## config.mk

```make
export PLATFORM = sky130hd
export DESIGN_NAME = lars_ctrl_flat
export DESIGN_NICKNAME = d
export VERILOG_FILES = /design/src/pkg/lars_pkg.sv /design/src/pkg/lars_if.sv /design/src/logic/lars_ctrl.sv /design/src/flat_wrapper.sv
export VERILOG_INCLUDE_DIRS = /design/src /design/src/pkg
export SDC_FILE = /design/constraint.sdc
export NUM_CORES = 1
export LEC_CHECK = 0
export BUFFER_PORTS_ARGS = -buffer_cell sky130_fd_sc_hd__buf_2
export CAP_MARGIN = 5
export CELL_PAD_IN_SITES_DETAIL_PLACEMENT = 1
export CELL_PAD_IN_SITES_GLOBAL_PLACEMENT = 1
export CORE_ASPECT_RATIO = 1.1
export CORE_MARGIN = 5
export CORE_UTILIZATION = 47
export DETAILED_ROUTE_END_ITERATION = 10
export PLACE_DENSITY_LB_ADDON = 0.05
export SYNTH_ARGS = -nofsm -noshare
export SYNTH_HDL_FRONTEND = slang
export SYNTH_SLANG_ARGS = --single-unit
```

## constraint.sdc

```tcl
create_clock -name clk_i -period 4.6 [get_ports clk_i]
set_clock_uncertainty 0.1 [all_clocks]
set_input_delay 0.92 -clock clk_i [delete_from_list [all_inputs] [get_ports clk_i]]
set_output_delay 0.92 -clock clk_i [all_outputs]
set_load 0.03 [all_outputs]
```

## src/pkg/lars_defs.svh

```systemverilog
`ifndef LARS_DEFS_SVH
`define LARS_DEFS_SVH
// Pixels per section and in a serial chain
`define LARS_SEC_PIXELS 640
`define LARS_CHAIN_PIXELS 1280
// Stage index width (0..640 plus tail)
`define LARS_CNT_W 11
// Integrator reset length in pixel clocks
`define LARS_RESET_CLKS 18
// Charge transfer time in ns, and the 250 MHz clock period in ns
`define LARS_TQT_NS 20000
`define LARS_CLK_NS 4
`define LARS_TQT_CYC ((`LARS_TQT_NS + `LARS_CLK_NS - 1) / `LARS_CLK_NS)
// Pixel clock half period in system clocks
`define LARS_HALF_CYC 4
// Pixel sample width
`define LARS_PIX_W 12
`endif

```

## src/pkg/lars_pkg.sv

```systemverilog
`include "lars_defs.svh"
package lars_pkg;
  // Controller sequencing states
  typedef enum logic [2:0] {
    LARS_IDLE,
    LARS_START,
    LARS_SHIFT,
    LARS_TAIL,
    LARS_WAIT
  } lars_state_t;
  typedef logic [`LARS_PIX_W-1:0] lars_pix_t;
endpackage : lars_pkg

```

## src/pkg/lars_if.sv

```systemverilog
`timescale 1ns/10ps
`default_nettype none
`include "lars_defs.svh"
interface lars_if;
  logic [1:0] start_in;        // start_in_sec1/2
  logic [1:0] sample_latch;    // sample_latch_sec1/2
  logic [1:0] pixel_clock;     // pixel_clock_sec1/2, as level inputs
  logic [1:0] carry_out;       // carry_out_sec1/2
  logic [1:0] analog_oe;       // analog_out_sec1/2 driven
  logic [`LARS_PIX_W-1:0] analog_out_sec1;
  logic [`LARS_PIX_W-1:0] analog_out_sec2;
  modport device (
    input start_in, sample_latch, pixel_clock,
    output carry_out, analog_oe, analog_out_sec1, analog_out_sec2
  );
  modport ctrl (
    output start_in, sample_latch, pixel_clock,
    input carry_out, analog_oe, analog_out_sec1, analog_out_sec2
  );
endinterface : lars_if
`default_nettype wire

```

## src/logic/lars_ctrl.sv

```systemverilog
`timescale 1ns/10ps
`default_nettype none
`include "lars_defs.svh"
// Contract
// - Each section shifts 640 stages, one per clock
// - Controller starts cycle with captured start one
// - Hold rise disconnects capacitors, starts reset
// - Each clock steps one pixel to output
// - Integrator reset ends eighteen clocks after start
// - Section one carry rises on 640th edge
// - 641st edge drops carry, output goes idle
// - Serial mode: section two carry at 1280
// - Controller issues 1281st clock to finish
// - Next start waits transfer time after 1281
// - Support parallel and serial section operation
// - Serial: carry one feeds section two start
// - Hold tied per mode as wired
// - Section two carry marks end of data
// - Output idle outside output phase
// - Section clock governs transfer, output, reset
// - Transfer time taken as 20 microseconds
// - Start drops before next clock edge
// - Minimum integration counts eighteen setup clocks
module lars_ctrl
  import lars_pkg::*;
(
  input wire logic clk_i,
  input wire logic rst_i,
  input wire logic ce_i,
  input wire logic serial_mode_i,
  input wire logic frame_req_i,
  output logic busy_o,
  output logic frame_done_o,
  output lars_pix_t pix_data_o,
  output logic pix_sec_o,
  output logic pix_valid_o,
  input wire logic pix_ready_i,
  lars_if.ctrl link
);
  // ****************************************
  // Pixel clock generator
  // ****************************************
  lars_state_t state_reg;
  logic [2:0] half_reg;
  logic pclk_reg;
  logic start_reg;
  logic [`LARS_CNT_W-1:0] edge_reg;
  logic [15:0] wait_reg;
  logic stall;
  logic in_ready;
  logic run;
  logic rise_now;
  assign run = state_reg == LARS_START || state_reg == LARS_SHIFT || state_reg == LARS_TAIL;
  // Buffer back-pressure freezes the pixel clock so no sample is lost
  assign stall = !in_ready;
  assign rise_now = run && !stall && !pclk_reg && half_reg == 3'(`LARS_HALF_CYC - 1);
  always_ff @(posedge clk_i) begin
    if (rst_i) begin
      half_reg <= '0;
      pclk_reg <= 1'b0;
    end else if (ce_i && run && !stall) begin
      if (half_reg == 3'(`LARS_HALF_CYC - 1)) begin
        half_reg <= '0;
        pclk_reg <= !pclk_reg;
      end else begin
        half_reg <= half_reg + 3'h1;
      end
    end else if (ce_i && !run) begin
      half_reg <= '0;
      pclk_reg <= 1'b0;
    end
  end

  // ****************************************
  // Frame sequencer
  // ****************************************
  // Start stays high over exactly one rising edge, dropped right after it
  always_ff @(posedge clk_i) begin
    if (rst_i) begin
      state_reg <= LARS_IDLE;
      start_reg <= 1'b0;
      edge_reg <= '0;
      wait_reg <= '0;
    end else if (ce_i) begin
      case (state_reg)
        LARS_IDLE: begin
          if (frame_req_i) begin
            start_reg <= 1'b1;
            edge_reg <= '0;
            state_reg <= LARS_START;
          end
        end
        LARS_START: begin
          if (rise_now) begin
            state_reg <= LARS_SHIFT;
            edge_reg <= `LARS_CNT_W'(1);
          end
        end
        LARS_SHIFT: begin
          start_reg <= 1'b0;
          if (rise_now) begin
            edge_reg <= edge_reg + `LARS_CNT_W'(1);
            // Last edge is 641 parallel, 1281 serial
            if (edge_reg == (serial_mode_i ? `LARS_CNT_W'(`LARS_CHAIN_PIXELS)
                                           : `LARS_CNT_W'(`LARS_SEC_PIXELS))) begin
              state_reg <= LARS_TAIL;
            end
          end
        end
        LARS_TAIL: begin
          if (pclk_reg == 1'b0 && half_reg == '0) begin
            wait_reg <= 16'(`LARS_TQT_CYC);
            state_reg <= LARS_WAIT;
          end
        end
        LARS_WAIT: begin
          if (wait_reg == 16'h0001 || wait_reg == '0) begin
            state_reg <= LARS_IDLE;
          end else begin
            wait_reg <= wait_reg - 16'h0001;
          end
        end
        default: state_reg <= LARS_IDLE;
      endcase
    end
  end
  assign busy_o = state_reg != LARS_IDLE;
  assign frame_done_o = ce_i && state_reg == LARS_WAIT && wait_reg <= 16'h0001;

  // Serial chains carry one into section two start; hold wiring per mode
  assign link.pixel_clock = {pclk_reg, pclk_reg};
  assign link.start_in[0] = start_reg;
  assign link.start_in[1] = serial_mode_i ? link.carry_out[0] : start_reg;
  assign link.sample_latch[0] = start_reg;
  assign link.sample_latch[1] = serial_mode_i ? start_reg : link.start_in[1];

  // ****************************************
  // Two-entry pixel buffer
  // ****************************************
  // Sample two clocks after the pixel clock rises: one for the pin, one for the sensor register
  logic [1:0] cap;
  logic [1:0] push_cnt;
  lars_pix_t buf_d_reg [2];
  logic buf_s_reg [2];
  logic [1:0] cnt_reg;
  logic wr_ptr_reg;
  logic rd_ptr_reg;
  logic push;
  logic pop;
  logic [1:0] pend_reg;
  always_ff @(posedge clk_i) begin
    if (rst_i) begin
      pend_reg <= '0;
    end else if (ce_i) begin
      pend_reg <= {pend_reg[0], rise_now};
    end
  end
  assign cap = {2{pend_reg[1]}} & link.analog_oe;
  assign in_ready = cnt_reg == '0;
  assign push = ce_i && in_ready && cap != '0;
  assign push_cnt = !push ? 2'h0 : ((cap == 2'b11) ? 2'h2 : 2'h1);
  assign pop = ce_i && pix_valid_o && pix_ready_i;
  assign pix_valid_o = cnt_reg != '0;
  assign pix_data_o = buf_d_reg[rd_ptr_reg];
  assign pix_sec_o = buf_s_reg[rd_ptr_reg];
  // Clock only advances when empty, so a push always finds room
  always_ff @(posedge clk_i) begin
    if (rst_i) begin
      cnt_reg <= '0;
      wr_ptr_reg <= 1'b0;
      rd_ptr_reg <= 1'b0;
      buf_d_reg[0] <= '0;
      buf_d_reg[1] <= '0;
      buf_s_reg[0] <= 1'b0;
      buf_s_reg[1] <= 1'b0;
    end else begin
      if (push) begin
        if (cap == 2'b11) begin
          // Parallel mode: both sections land at once, section one first in line
          buf_d_reg[wr_ptr_reg] <= link.analog_out_sec1;
          buf_s_reg[wr_ptr_reg] <= 1'b0;
          buf_d_reg[!wr_ptr_reg] <= link.analog_out_sec2;
          buf_s_reg[!wr_ptr_reg] <= 1'b1;
        end else begin
          buf_d_reg[wr_ptr_reg] <= cap[1] ? link.analog_out_sec2 : link.analog_out_sec1;
          buf_s_reg[wr_ptr_reg] <= cap[1];
          wr_ptr_reg <= !wr_ptr_reg;
        end
      end
      if (pop) begin
        rd_ptr_reg <= !rd_ptr_reg;
      end
      cnt_reg <= cnt_reg + push_cnt - 2'(pop ? 1 : 0);
    end
  end
endmodule : lars_ctrl
`default_nettype wire

```

## src/flat_wrapper.sv

```systemverilog
// flat-port wrapper written by rule: the top's interface ports become plain ports
module lars_ctrl_flat import lars_pkg::*;
  (clk_i, rst_i, ce_i, serial_mode_i, frame_req_i, busy_o, frame_done_o, pix_data_o, pix_sec_o, pix_valid_o, pix_ready_i, link_start_in, link_sample_latch, link_pixel_clock, link_carry_out, link_analog_oe, link_analog_out_sec1, link_analog_out_sec2);
  lars_if link_i ();
  input wire logic clk_i;
  input wire logic rst_i;
  input wire logic ce_i;
  input wire logic serial_mode_i;
  input wire logic frame_req_i;
  output logic busy_o;
  output logic frame_done_o;
  output lars_pix_t pix_data_o;
  output logic pix_sec_o;
  output logic pix_valid_o;
  input wire logic pix_ready_i;
  output wire logic [$bits(link_i.start_in)-1:0] link_start_in;
  output wire logic [$bits(link_i.sample_latch)-1:0] link_sample_latch;
  output wire logic [$bits(link_i.pixel_clock)-1:0] link_pixel_clock;
  input wire logic [$bits(link_i.carry_out)-1:0] link_carry_out;
  input wire logic [$bits(link_i.analog_oe)-1:0] link_analog_oe;
  input wire logic [$bits(link_i.analog_out_sec1)-1:0] link_analog_out_sec1;
  input wire logic [$bits(link_i.analog_out_sec2)-1:0] link_analog_out_sec2;
  assign link_start_in = link_i.start_in;
  assign link_sample_latch = link_i.sample_latch;
  assign link_pixel_clock = link_i.pixel_clock;
  assign link_i.carry_out = link_carry_out;
  assign link_i.analog_oe = link_analog_oe;
  assign link_i.analog_out_sec1 = link_analog_out_sec1;
  assign link_i.analog_out_sec2 = link_analog_out_sec2;
  lars_ctrl u_core (.clk_i(clk_i), .rst_i(rst_i), .ce_i(ce_i), .serial_mode_i(serial_mode_i), .frame_req_i(frame_req_i), .busy_o(busy_o), .frame_done_o(frame_done_o), .pix_data_o(pix_data_o), .pix_sec_o(pix_sec_o), .pix_valid_o(pix_valid_o), .pix_ready_i(pix_ready_i), .link(link_i));
endmodule
```

==> results.txt <==
----------------------------------------------------
[Run status]
  Outcome ... completed

[Placement]
  Placed Cells ... 515
  Count of input and output buffers ... 54
  Weighted congestion at the end of routability-driven global placement ... 0.7962
  DP Area ... 0.003928 mm2
  Setup Slack @ Placement ... 1.450 ns
  DPL Wire Length ... 6540 um

[Die]
  Std-Cell Core Area ... 0.007473 mm2
  Starting utilization of the core area ... 48.25%
  Site Rows ... 33
  Chip height ... 101.9 um
  Top Ports ... 56
  Die outline width ... 93.52 um
  Area of the die ... 0.009526 mm2

[Yosys]
  Flip-flop and latch count after synthesis ... 68
  Share of the synthesized netlist area taken by xor and xnor gates ... 4.372%
  Number of unique standard cell types used by synthesis ... 51
  Average size of a mapped cell ... 9.642 um2
  Synthesized netlist net count ... 417
  Share of synthesized area occupied by flip-flops and latches ... 44.41%
  Share of the synthesized area in compound gates (AO/OA/AOI/OAI) ... 18.98%
  Most instantiated cells after synthesis ... dfxtp_1, nor2_1, nand2_1
  Number of instances in the synthesized netlist ... 374
  Number of warning messages in the yosys log ... 0
  Most area-consuming cells after synthesis ... dfxtp_1, edfxtp_1, a22o_1
  Cell with the most instances after synthesis ... dfxtp_1
  Adder-cell share of the synthesized area ... 3.123%
  Summed instance area of the synthesized netlist ... 0.003606 mm2
  Area fraction in and, or, nand and nor cells after synthesis ... 18.74%
  Mux contribution to synthesized area ... 5.760%
  Portion of synthesized cell area occupied by the leading cell type ... 24.43%
  Post-synthesis async set-or-reset flop share ... 0%
  Post-synth top area cell ... dfxtp_1
  Number of enable flip-flop cells after synthesis ... 24
  Primary flip-flop cell chosen by synthesis mapping ... dfxtp_1
  Main combinational cell family by area after synthesis ... compound AO/OA/AOI/OAI gates

[Power]
  Power per cell area ... 308.7 mW/mm2
  Share of power burned in the clock network ... 43.7%
  Static Leak ... 1.642 nW
  Register share of total power ... 49.5%
  Total net switching power ... 316.1 uW
  Maximum vdd ir drop ... 0.1399 mV
  Part of the power in combinational logic ... 6.8%
  Sw Share ... 24.67%
  Cell-internal power ... 965.4 uW
  Total design power ... 1.282 mW

[GRT]
  Total congestion overflow after global routing ... 0
  Global-route usage over all layers ... 20.10%
  Global-route wire length before repair ... 15080 um
  Maximum number of pins on one net before global-route repair ... 31
  Initial antenna violation count ... 0
  Via count of the first global-routing pass ... 3124

[Cells and area]
  Layout-stage area growth over the synthesis result ... 15.13%
  Multi-input logic area ... 0.001838 mm2
  Area taken by flip-flops and latches ... 0.001602 mm2
  Nets ... 464
  Fraction of layout instances using a drive strength above 1 ... 22.77%
  Flip-flop count of the largest register after layout ... 24
  Number of cells in the finished layout apart from fillers ... 531
  Final non-filler cell area ... 0.004151 mm2
  Post-layout util ... 55.55%
  Number of antenna cells inserted ... 0
  Filler instances ... 869

[Timing]
  Worst slack on hold paths ... 0.3725 ns
  Upper clock frequency limit ... 0.3277 GHz
  Relative slew slack ... 49.68%
  Endpoints failing setup ... 0
  Setup slack after layout ... 1.548 ns
  Transition time of the tightest slew-check pin ... 0.7515 ns
  Max Slew Vio Count ... 0
  Fraction of the cycle the final worst path needs ... 66.34%
  Setup repair after global routing missed its margin ... false
  Min cycle time layout ... 3.052 ns
  Final sum of negative setup slack ... 0 ns
  Final Hold Fails ... 0

[Clocking]
  Setup repair bufs after CTS ... 0
  Clock tree from TritonCTS ... built
  CTS max path bufs ... 2
  Total clock buffers created by CTS ... 9
  Clock slew seen by the registers of the worst setup and hold paths ... 0.08 ns
  Number of instances resized during post-cts repair ... 0
  H-tree depth reported by CTS ... 3
  # hold bufs at CTS ... 0
  Num Clock Sinks ... 68
  Cell at the root of the clock tree ... clkbuf_8
  Clock latency on the worst-skew pair ... 0.35 ns

[Drt]
  Avg Vias per Cell ... 5.723
  Post-route antenna net violation count ... 0
  Wire per inst ... 17.38 um
  Final routed wirelength across all metal layers ... 9230 um
  DRC viols ... 0
  Via count ... 3039
  Drt initial violations ... 124
  Number of detailed-routing iterations run before antenna repair ... 4

[Critical path]
  Kind of critical path ... input port to output port
  CP Data Required Time ... 3.58 ns
  CP arrival ... 2.03 ns
  Crit. End Element ... output port
  Setup crit start kind ... input port
  Biggest fanout along the worst timing path ... 15

[Hold path]
  Class of the tightest hold or removal check ... register to register

[Flow run]
  Count of max-cap constraint violations ... 0

----------------------------------------------------
area by class of cell:
cell class / count / area share (%)
flip-flops and latches: 68 / 38.58
multi-input cells: 270 / 44.27
clock buffers: 9 / 2.984
well taps: 105 / 3.165
clock inverters: 7 / 2.411
inverters: 13 / 1.175
repair buffers: 59 / 7.414
cell usage in the layout, fill, tap and decap left out, types with 4 or more instances in the layout:
master | netlist | layout
dfxtp_1 | 44 | 44
inv_1 | 12 | 12
a21oi_1 | 21 | 21
edfxtp_1 | 24 | 24
clkbuf_8 | 0 | 9
a31oi_1 | 5 | 5
a211oi_1 | 5 | 5
o21ai_0 | 13 | 13
and3_1 | 6 | 6
buf_4 | 5 | 5
mux2_2 | 14 | 14
nand2b_1 | 5 | 5
nor3b_1 | 4 | 4
or4_1 | 4 | 4
xnor2_1 | 11 | 11
nor2_1 | 36 | 36
nor3_1 | 13 | 13
nand4_1 | 5 | 5
a22o_1 | 24 | 24
buf_2 | 4 | 54
or3_1 | 6 | 6
nor2b_1 | 6 | 6
xor2_1 | 7 | 7
mux2i_1 | 5 | 5
ha_1 | 9 | 9
nand2_1 | 27 | 27
nand3_1 | 9 | 9
layer usage:
layer  GRT usage, %  share of wire [%]  vias up  wire [um]
li1               -                  -     1480          -
met1          24.16                 45     1500       4153
met2          35.53                 50       51       4605
met3          3.903                3.9        8        360
met4          7.779                1.2        0        110
met5              0                  0        -          0
power by group through the flow:
stage	Sequential, mW	Combinational [mW]	Clock, mW
6_report	0.635	0.0867	0.560
5_1_grt	0.636	0.0946	0.595
4_1_cts	0.635	0.0874	0.573
3_5_place_dp	0.649	0.0864	0
3_3_place_gp	0.648	0.0841	0
2_1_floorplan	0.646	0.0543	0
critical path: stages:
cell and delay [ns]:
buf_2 0.24, and4bb_2 0.30, nand4_1 0.13, nor3_1 0.21, buf_2 0.22
kinds of logic (layout without fill, tap and decap cells):
family | Yosys count | count (layout)
compound gates | 93 | 93
xor+xnor | 18 | 18
fa+ha+maj | 9 | 9
buf+inv | 36 | 88
flops | 68 | 68
mux | 19 | 19
simple gates | 131 | 131
worst paths after layout:
check                             startpoint                          endpoint  slack [ns]  cells after the start
max                                     ce_i                      frame_done_o        1.55                      5
min              u_core.buf_s_reg[1]$_DFF_P_       u_core.buf_s_reg[1]$_DFF_P_        0.37                      1
max reg2reg  u_core.wait_reg[0]$_SDFFE_PP0P_  u_core.wait_reg[13]$_SDFFE_PP0P_        2.05                      6
min reg2reg      u_core.buf_s_reg[1]$_DFF_P_       u_core.buf_s_reg[1]$_DFF_P_        0.37                      1
Power figures use the tool's default switching activity.
